$ cat config.mk
export PLATFORM = sky130hd
export DESIGN_NAME = trace_unit_capability_ids
export DESIGN_NICKNAME = d
export VERILOG_FILES = /design/src/cap_word_builder.v /design/src/access_checker.v /design/src/trace_unit_capability_ids.v
export VERILOG_INCLUDE_DIRS = /design/src
export SDC_FILE = /design/constraint.sdc
export NUM_CORES = 1
export LEC_CHECK = 0
export BUFFER_PORTS_ARGS = -buffer_cell sky130_fd_sc_hd__buf_2
export CORE_ASPECT_RATIO = 1.5
export CORE_MARGIN = 8
export CORE_UTILIZATION = 35
export CTS_CLUSTER_SIZE = 24
export DETAILED_ROUTE_END_ITERATION = 6
export PLACE_DENSITY = 0.77
export SLEW_MARGIN = 20
export SYNTH_ARGS = -nofsm -noshare
export SYNTH_HDL_FRONTEND = slang
export SYNTH_SLANG_ARGS = --single-unit
$ cat constraint.sdc
create_clock -name clock_in -period 0.99 [get_ports clock_in]
set_clock_uncertainty 0.2 [all_clocks]
set_input_delay 0 -clock clock_in [delete_from_list [all_inputs] [get_ports clock_in]]
set_output_delay 0 -clock clock_in [all_outputs]
set_load 0.03 [all_outputs]
$ cat src/trace_caps_defines.vh
// Constants for the trace capability identification bank
// Assumes inclusion by bare name from the design files
`ifndef TRACE_CAPS_DEFINES_VH
`define TRACE_CAPS_DEFINES_VH
// Shared selector fields of the system-register encoding
`define SEL_OP0            2'h2
`define SEL_OP1            3'h1
`define SEL_CRN            4'h0
`define SEL_OP2            3'h7
// Second coprocessor index per register
`define CRM_BASE_ARCH      4'hb
`define CRM_COMPARATOR     4'hc
`define CRM_RESOURCE       4'hd
// Exception levels
`define LEVEL0             2'h0
`define LEVEL1             2'h1
`define LEVEL2             2'h2
`define LEVEL3             2'h3
// Trap syndrome class
`define TRAP_CLASS         6'h18
// Result kinds
`define RES_OK             2'h0
`define RES_UNDEF          2'h1
`define RES_TRAP           2'h2
`define RES_NOMATCH        2'h3
// Field values of the first register
`define OVERFLOW_PREVENT   1'h0
`define STALL_PERMIT       1'h1
`define STALL_IMPL         1'h1
`define FIXED_SYNC         1'h0
`define FORCED_ERR         1'h1
`define LEVELS_FIELD       7'h7f
`define CORE_COUNT         5'h00
`define CORE_COUNT_HI      3'h0
`define CORE_COUNT_LO      2'h0
`define MIN_CYCLE_THR      12'h004
// Field values of the second register
`define VCTX_CMP           4'h1
`define CTX_CMP            4'h1
`define SINGLE_SHOT        4'h1
`define RSEL_PAIRS         4'h7
`define CORE_CMP_IN        4'h0
`define DATA_ADDR_CMP      1'h0
`define DATA_VAL_CMP       4'h0
`define ADDR_PAIRS         4'h4
// Field values of the third register
`define COUNTERS           3'h2
`define SEQ_STATES         3'h4
`define LOW_POWER_OVR      1'h1
`define BUS_TRIGGER        1'h1
`define TRACE_ID_WIDTH     6'h07
`define EXT_IN_SEL         3'h4
`define EXT_IN_COUNT       9'h0ff
`endif

$ cat src/cap_word_builder.v
// Assembles the three constant capability words
// Assumes the defines header; output is purely combinational
`timescale 1ns/1ps
`default_nettype none
`include "trace_caps_defines.vh"
module cap_word_builder (
  // Capability words
  output wire [63:0] base_arch_out,
  output wire [63:0] comparator_out,
  output wire [63:0] resource_out
);
  // Fixed words, independent of reset and writes
  assign base_arch_out = {32'h0, `OVERFLOW_PREVENT,
                          `CORE_COUNT_HI,
                          `STALL_PERMIT, `STALL_IMPL,
                          `FIXED_SYNC,
                          `FORCED_ERR,
                          1'b0, `LEVELS_FIELD,
                          2'b00, `CORE_COUNT_LO,
                          `MIN_CYCLE_THR};
  assign comparator_out = {32'h0, `VCTX_CMP, `CTX_CMP,
                           `SINGLE_SHOT,
                           `RSEL_PAIRS,
                           `CORE_CMP_IN, 3'b000,
                           `DATA_ADDR_CMP, `DATA_VAL_CMP,
                           `ADDR_PAIRS};
  assign resource_out = {33'h0, `COUNTERS,
                         `SEQ_STATES,
                         1'b0, `LOW_POWER_OVR,
                         `BUS_TRIGGER,
                         `TRACE_ID_WIDTH, 4'h0,
                         `EXT_IN_SEL,
                         `EXT_IN_COUNT};
endmodule
`default_nettype wire

$ cat src/access_checker.v
// Decides undefined, trap or success for a capability read
// Assumes control bits are steady during the request
`timescale 1ns/1ps
`default_nettype none
`include "trace_caps_defines.vh"
module access_checker (
  // Context
  input  wire [1:0] level_in,
  input  wire       halted_in,
  input  wire       secure_debug_disabled_in,
  input  wire       level2_enabled_in,
  // Trap controls
  input  wire       level1_trace_trap_in,
  input  wire       level2_trace_trap_in,
  input  wire       level3_trace_trap_in,
  input  wire       fine_grained_trap_enable_in,
  input  wire       fine_grained_id_read_trap_in,
  // Verdict
  output reg  [1:0] result_out,
  output reg  [1:0] target_out
);
  wire dbg_lock;
  assign dbg_lock = halted_in & secure_debug_disabled_in;
  always @* begin
    result_out = `RES_OK;
    target_out = `LEVEL0;
    case (level_in)
      `LEVEL0: begin
        result_out = `RES_UNDEF;
      end
      `LEVEL1: begin
        if (dbg_lock && level3_trace_trap_in) begin
          result_out = `RES_UNDEF;
        end else if (level1_trace_trap_in) begin
          result_out = `RES_TRAP;
          target_out = `LEVEL1;
        end else if (level2_enabled_in && (level2_trace_trap_in ||
                     (fine_grained_trap_enable_in && fine_grained_id_read_trap_in))) begin
          result_out = `RES_TRAP;
          target_out = `LEVEL2;
        end else if (level3_trace_trap_in) begin
          result_out = `RES_TRAP;
          target_out = `LEVEL3;
        end
      end
      `LEVEL2: begin
        if (dbg_lock && level3_trace_trap_in) begin
          result_out = `RES_UNDEF;
        end else if (level2_trace_trap_in) begin
          result_out = `RES_TRAP;
          target_out = `LEVEL2;
        end else if (level3_trace_trap_in) begin
          result_out = `RES_TRAP;
          target_out = `LEVEL3;
        end
      end
      default: begin
        if (level3_trace_trap_in) begin
          result_out = `RES_TRAP;
          target_out = `LEVEL3;
        end
      end
    endcase
  end
endmodule
`default_nettype wire

$ cat src/trace_unit_capability_ids.v
// Capability identification bank read by system-register reads
// Assumes one read request per cycle, context inputs synchronous
// Notes on behaviour
// - Overflow-prevention bit 31 reads zero
// - Stall permitted and implemented bits read one
// - Fixed-sync-period bit 25 reads zero
// - Forced error tracing bit 24 reads one
// - Level bits 22:16 one, bit 23 zero
// - Split core-count field reads zero
// - Minimum cycle threshold nonzero with cycle counting
// - One virtual and one context comparator
// - One single-shot comparator control
// - Resource selector field holds seven
// - No core comparator inputs, reserved zero
// - No data address or value comparison
// - Four address comparator pairs
// - Two counters, upper bits zero
// - Sequencer with four states
// - Low-power override supported, bit 24 reserved
// - Bus triggers supported
// - Trace identifier width is seven
// - Four external input selectors
// - External input count field reads 255, top bit zero
// - Least privileged level reads are undefined
// - Level one traps checked in order
// - Halted locked debug with level three trap undefines at levels one and two; level two order
`timescale 1ns/1ps
`default_nettype none
`include "trace_caps_defines.vh"
module trace_unit_capability_ids (
  // Clock and reset
  input  wire        clock_in,
  input  wire        rst_n_in,
  // Read request
  input  wire        rd_valid_in,
  input  wire [1:0]  op0_in,
  input  wire [2:0]  op1_in,
  input  wire [3:0]  crn_in,
  input  wire [3:0]  crm_in,
  input  wire [2:0]  op2_in,
  // Context
  input  wire [1:0]  level_in,
  input  wire        halted_in,
  input  wire        secure_debug_disabled_in,
  input  wire        level2_enabled_in,
  // Trap controls
  input  wire        level1_trace_trap_in,
  input  wire        level2_trace_trap_in,
  input  wire        level3_trace_trap_in,
  input  wire        fine_grained_trap_enable_in,
  input  wire        fine_grained_id_read_trap_in,
  // Answer
  output reg         rd_done_out,
  output reg  [63:0] rd_data_out,
  output reg         undefined_out,
  output reg         trap_out,
  output reg  [1:0]  trap_level_out,
  output reg  [5:0]  trap_class_out,
  output reg         no_match_out
);
  wire [63:0] base_word;
  wire [63:0] cmp_word;
  wire [63:0] res_word;
  wire [1:0]  verdict;
  wire [1:0]  target;
  reg  [63:0] sel_word;
  reg         sel_hit;
  wire        upper_hit;

  cap_word_builder words (
    .base_arch_out  (base_word),
    .comparator_out (cmp_word),
    .resource_out   (res_word)
  );

  access_checker access_u (
    .level_in                     (level_in),
    .halted_in                    (halted_in),
    .secure_debug_disabled_in     (secure_debug_disabled_in),
    .level2_enabled_in            (level2_enabled_in),
    .level1_trace_trap_in         (level1_trace_trap_in),
    .level2_trace_trap_in         (level2_trace_trap_in),
    .level3_trace_trap_in         (level3_trace_trap_in),
    .fine_grained_trap_enable_in  (fine_grained_trap_enable_in),
    .fine_grained_id_read_trap_in (fine_grained_id_read_trap_in),
    .result_out                   (verdict),
    .target_out                   (target)
  );

  // Shared selector fields, register chosen by second index
  assign upper_hit = (op0_in == `SEL_OP0) && (op1_in == `SEL_OP1) &&
                     (crn_in == `SEL_CRN) && (op2_in == `SEL_OP2);

  always @* begin
    sel_word = 64'h0;
    sel_hit  = 1'b0;
    if (upper_hit) begin
      case (crm_in)
        `CRM_BASE_ARCH: begin
          sel_word = base_word;
          sel_hit  = 1'b1;
        end
        `CRM_COMPARATOR: begin
          sel_word = cmp_word;
          sel_hit  = 1'b1;
        end
        `CRM_RESOURCE: begin
          sel_word = res_word;
          sel_hit  = 1'b1;
        end
        default: begin
          sel_hit  = 1'b0;
        end
      endcase
    end
  end

  // One-cycle registered answer; data only on a granted read
  always @(posedge clock_in or negedge rst_n_in) begin
    if (!rst_n_in) begin
      rd_done_out    <= 1'b0;
      rd_data_out    <= 64'h0;
      undefined_out  <= 1'b0;
      trap_out       <= 1'b0;
      trap_level_out <= 2'h0;
      trap_class_out <= 6'h0;
      no_match_out   <= 1'b0;
    end else begin
      rd_done_out    <= rd_valid_in;
      rd_data_out    <= 64'h0;
      undefined_out  <= 1'b0;
      trap_out       <= 1'b0;
      trap_level_out <= 2'h0;
      trap_class_out <= 6'h0;
      no_match_out   <= 1'b0;
      if (rd_valid_in) begin
        if (!sel_hit) begin
          no_match_out <= 1'b1;
        end else if (verdict == `RES_UNDEF) begin
          undefined_out <= 1'b1;
        end else if (verdict == `RES_TRAP) begin
          trap_out       <= 1'b1;
          trap_level_out <= target;
          trap_class_out <= `TRAP_CLASS;
        end else begin
          rd_data_out <= sel_word;
        end
      end
    end
  end
endmodule
`default_nettype wire

# Word level (Yosys, flattened, before mapping)

Cells that the tools add are included.

Register bits after elaboration: 76
Bits in latches: 0
Memory bits (writable): 0
ROM bits: 0
Input port bits: 29
Output and inout port bits: 76
Memories kept: 0

Add/sub/neg operators: 0
Multipliers: 0
Div/mod/pow operators: 0
$lt $le $gt $ge: 0
Eq/ne operators: 10
Shift operators: 0
Multiplexer cells: 39
Bitwise logic cells: 1
Reductions and logical operators: 10

Operators with widths:

| kind                                                            | count |
|---|---|
| 64-bit 2-to-1 mux                                               | 5 |
| 30-bit case mux with 3 select lines                             | 1 |
| 2-bit 2-to-1 mux                                                | 16 |
| 5-bit 2-to-1 mux                                                | 4 |
| 4-bit == test, second input constant                            | 3 |
| 2-bit case mux with 3 select lines                              | 2 |
| 1-bit 2-to-1 mux                                                | 11 |
| 2-bit == test, second input constant                            | 3 |
| 1-bit logical AND                                               | 6 |
| 2-bit by 1-bit == test with 1-bit output, second input constant | 2 |
| 4-bit zero test                                                 | 1 |
| 3-bit by 1-bit == test with 1-bit output, second input constant | 1 |
| 3-bit == test, second input constant                            | 1 |
| 3-bit OR reduction                                              | 1 |
| 2-bit zero test                                                 | 1 |
| 1-bit AND                                                       | 1 |
| 1-bit logical OR                                                | 1 |

# Longest topological paths before layout

Depth after elaboration: 12
Mapped depth: 4

# By module

From an unflattened synthesis, not the netlist that was laid out.

Cell total of the unflattened synthesis: 472
Area, all modules: 4,732.0 µm²

By module, submodules not included:

| module                    | instances | cells each | area each (µm²) |
|---|---|---|---|
| trace_unit_capability_ids | 1         | 261        | 3,155.5 |
| cap_word_builder          | 1         | 194        | 1,448.9 |
| access_checker            | 1         | 17         | 127.6 |

# Worst setup path before layout

No wires, ideal clock.

Path kind: input to register
From: input fine_grained_trap_enable_in
To: register rd_data_out[23]
Library setup time: 0.095 ns
Data arrival time: 0.904 ns
Data required time: 0.695 ns
Setup slack: -0.209 ns
Cell stages on the path: 4
Buffers on the path: 0
Path through: a21o_1 > a211oi_2 > a32oi_2 > nor4b_2

Word-level cells in the longest chain between the ends: 12

Ends and longest elaborated chain:

| element                              | RTL line                        | RTL |
|---|---|---|
| start, declared                      | trace_unit_capability_ids.v:50  | `input wire fine_grained_trap_enable_in,` |
| 1-bit logical AND *                  | access_checker.v:38             | `(fine_grained_trap_enable_in && fine_grained_id_read_trap_in))) begin` |
| 1-bit logical OR *                   | access_checker.v:37             | `end else if (level2_enabled_in && (level2_trace_trap_in \|\|` |
| 1-bit logical AND *                  | access_checker.v:37             |  |
| 2-bit 2-to-1 mux *                   | access_checker.v:37             |  |
| 2-bit 2-to-1 mux *                   | access_checker.v:34             | `end else if (level1_trace_trap_in) begin` |
| 2-bit 2-to-1 mux *                   | access_checker.v:32             | `if (dbg_lock && level3_trace_trap_in) begin` |
| 2-bit case mux with 3 select lines * | access_checker.v:27             | `case (level_in)` |
| 2-bit == test (no line)              | -                               |  |
| 64-bit 2-to-1 mux                    | trace_unit_capability_ids.v:141 | `` end else if (verdict == `RES_TRAP) begin `` |
| 64-bit 2-to-1 mux *                  | trace_unit_capability_ids.v:139 | `` end else if (verdict == `RES_UNDEF) begin `` |
| 64-bit 2-to-1 mux *                  | trace_unit_capability_ids.v:137 | `if (!sel_hit) begin` |
| 64-bit 2-to-1 mux *                  | trace_unit_capability_ids.v:136 | `if (rd_valid_in) begin` |
| end signal, assigned                 | trace_unit_capability_ids.v:146 | `rd_data_out <= sel_word;` |
| end, declared                        | trace_unit_capability_ids.v:54  | `output reg [63:0] rd_data_out,` |

Mark *: on every way between the ends. The rest lies on a longest branch, timed or not.

# Final worst setup path

From: register rd_data_out[23]
To: output rd_data_out[23]

No word-level cell between the ends.

==> summary by stage <==
Run status
The run finished, with violations left. The final reports fail on negative hold slack, negative setup slack.

Pwr
The maximum vdd ir drop is 518 uV. Combinational logic is responsible for 34.7% of the overall power. Sequential cells burn 35.6% of the power.

The power density over the cells is 901 nW/um2. In this run the power spent charging and discharging nets is 498 uW. The design internal power is 896 uW. In this run, the clock network consumes 29.7% of the power. Net switching is 35.7% of the power. Summed over all cells, the static leakage comes to 0.000816 uW.

Clocking
The number of clock buffers inserted by TritonCTS is 3. After clock tree synthesis, the clock-pin slew on the worst setup and hold paths is 0.05 ns. In this run the deepest clock path goes through 2 buffers. TritonCTS built the clock tree. The number of sinks on the clock net is 12. The root cell of the clock tree is clkbuf_8.

The number of H-tree levels is 1. The quantity of hold-fixing buffers added after cts is 1.

Synth
The area fraction of the dominant cell type after synthesis is 43.4%. The synthesized cell area is 1110 um2. The netlist uses 29 different library cells. The sequential cell area fraction in the yosys report is 27.1%. Yosys attributes the largest share of cell area to buf_4 43%, dfrtp_1 27%, a211oi_2 3.4%. In the synthesized netlist the async set-or-reset flop fraction comes to 100%. During synthesis, Yosys emitted a total of 0 warnings. Yosys instantiated no cell more often than buf_4.

The synthesized design contains 0 enable-type register cells. The number of cells produced by synthesis is 122. The leading register cell type out of synthesis is dfrtp_1. After synthesis, the mean cell area works out to 9.07 um2.

buf_4 takes more of the synthesized area than any other cell. Counting instances in the post-synthesis netlist gives the leading cell types as 64 x buf_4, 12 x dfrtp_1, 5 x nand2_1, 5 x nor2_1, 4 x a21oi_1. Synthesis inferred 12 register bits.

Worst setup path
The number of buffer and inverter instances along the worst setup path is 2. Data on the critical path arrives at its endpoint at 0.95 ns. The type of element capturing the critical path is an output port. The largest single stage delay on the critical path is 0.40 ns. The critical path goes through buf_4 > buf_4.

The startpoint type of the worst setup path is a register. The critical path is of the register to output port type. The cell at the slowest stage of the critical path is dfrtp_2. The critical path data required time is 0.79 ns. The cell with the most instances on the worst path is buf_4. Of all nets on the critical path, the largest fanout is 5. Grouping stages by cell kind, the critical path spends the most delay in flip-flops.

Die
The die is 84.9 um tall. The horizontal die dimension is 61.9 um. The starting utilization of the core area is 35.7%. The standard cell core area is 3100 um2. The die covers 5250 um2. In this run the core area contains 25 standard-cell rows. Pin placement for this block handled 105 I/O pins.

STA
Based on the critical path, the design can be clocked at up to 0.871 GHz. After layout, the minimum clock period comes to 1.15 ns. The count of endpoints failing hold in the final timing report is 21. Setup violations remaining at the end of the flow were counted as 30. Final hold analysis gives a worst-case slack of -0.254 ns.

The final number of max-transition violations came to 0. Setup repair after global routing could not meet its margin everywhere. In the finished design, the share of the clock period the worst path needs comes to 116%.

The slack of the critical path is -0.158 ns.

Detailed routing
The final route contains 882 vias. The detail route stage leaves a number of antenna-violating nets equal to 0. The average detailed-routed wire length per instance is 12.3 um. After the first detailed-routing iteration, the DRC count stood at 8.

The number of remaining DRC errors is 0. Summed over all layers, the routed wires come to 2720 um. The first detailed-routing pass took 4 iterations. The routed via count divided by cell count is 3.99.

Placed design
After legalization and detailed placement, the total HPWL measured 2310 um. OpenSTA, run right after detailed placement, puts the worst setup slack at -0.374 ns. In this run the tool buffered the top-level ports with 58 buffer cells. Once placement finished, the instance area stood at 1230 um2. Counting tap cells, the placed design contains a total of 212 instances. The routability congestion estimate from global placement is 0.780.

Layout
Once layout is complete, the cells apart from fillers number 221. The area growth from synthesis to layout is 39.8%. Fill cells in the final layout number 296. The final design area excluding fillers is 1550 um2. Of the cells placed in the final design, the portion with a size suffix greater than 1 is 52.5%. The final-stage net count is 212. The antenna cell count is 0.

Global route
The largest net degree at the start of global routing is 13. The overall routing resource usage is 8.85%. For this run the aggregate overflow at the end of global routing stands at 0. The number of antenna violations at the first check in global routing is 0. The first-pass GRT wire length is 3660 um.

The via count of the first global-routing pass is 895.

Job
The number of max-cap violations is 0.

Hold path
The path class of the tightest hold or removal check is input port to register.
==> sequential cells by signal, indices dropped and copies added, names as in the netlist <==
register and cells:
rd_data_out 6, trap_level_out 2, no_match_out 1, rd_done_out 1
trap_class_out 1, undefined_out 1
==> path summary, 6_finish.rpt <==
path | from | to | slack [ns] | cells after the start
worst max-delay path | rd_data_out[23] | rd_data_out[23] | -0.16 | 2
worst min-delay path | rd_valid_in | rd_done_out | -0.25 | 1
max in group asynchronous | rst_n_in | trap_class_out[3] | 0.39 | 2
min in group asynchronous | rst_n_in | rd_data_out[24] | -0.02 | 2
==> per-layer routing <==
metal  up-vias  global-route usage, %  part of all wire (%)
met5         -                      0                     0
met1       395                   6.90                    29
met2        65                   18.5                    55
li1        420                      -                     -
met3         2                   1.97                    16
met4         0                   3.13                  0.51
==> power by group through the flow <==
stage,clock (uW),sequential (uW),combinational [uW]
after global placement,0,504,424
after global routing,453,496,516
after detailed placement,0,504,429
after floorplan,0,514,437
after CTS,420,497,446
final,413,497,484
==> area by class of cell <==
cell class / count / area, um2 / share of cell area [%]
multi-input cells: 90 / 547 / 35.4
inverters: 1 / 3.75 / 0.243
flip-flops and latches: 12 / 304 / 19.7
repair buffers: 75 / 601 / 38.8
clock buffers: 3 / 41.3 / 2.67
well taps: 40 / 50.0 / 3.24
==> layout by cell type (no fill, tap or decap), drive strengths merged, types with 2 or more instances in the layout <==
master  Yosys  final
nor4b       2      2
nand3       3      3
o21ai       3      3
nand2       5      5
dfrtp      12     12
a21boi      2      2
a21oi       4      4
conb        1     46
clkbuf      0      3
a211oi      3      3
nor2        5      5
nor3        2      2
buf        64     74
nand2b      2      2
==> timing repair <==
item                                    4_1_cts  5_1_grt
pin swaps                                     1        5
gates resized for setup                      44       24
endpoints found under the hold margin        24        9
buffers inserted                              1        4
endpoints found under the setup margin       29       35
==> cells by family (layout without fill, tap and decap cells) <==
logic type | after synthesis | count (layout) | synth area share, %
and+or+nand+nor | 27 | 27 | 16.3
AOI/OAI and AO/OA | 17 | 17 | 12.4
DFF | 12 | 12 | 27.1
other | 1 | 46 | 0.339
buffers and inverters | 65 | 79 | 43.8
==> metrics by stage <==
stage | power, uW | hold WS (ns) | setup TNS (ns) | utilization, %
after floorplan | 950 | -0.496 | -1.50 | -
after CTS | 1360 | -0.263 | -1.95 | 46.1
after global placement | 928 | -0.325 | -2.90 | 39.6
after detailed placement | 933 | -0.322 | -2.99 | 39.6
after global routing | 1460 | -0.255 | -3.51 | 49.9
final | 1390 | -0.254 | -2.21 | 49.9
(Power assumes the default switching activity.)
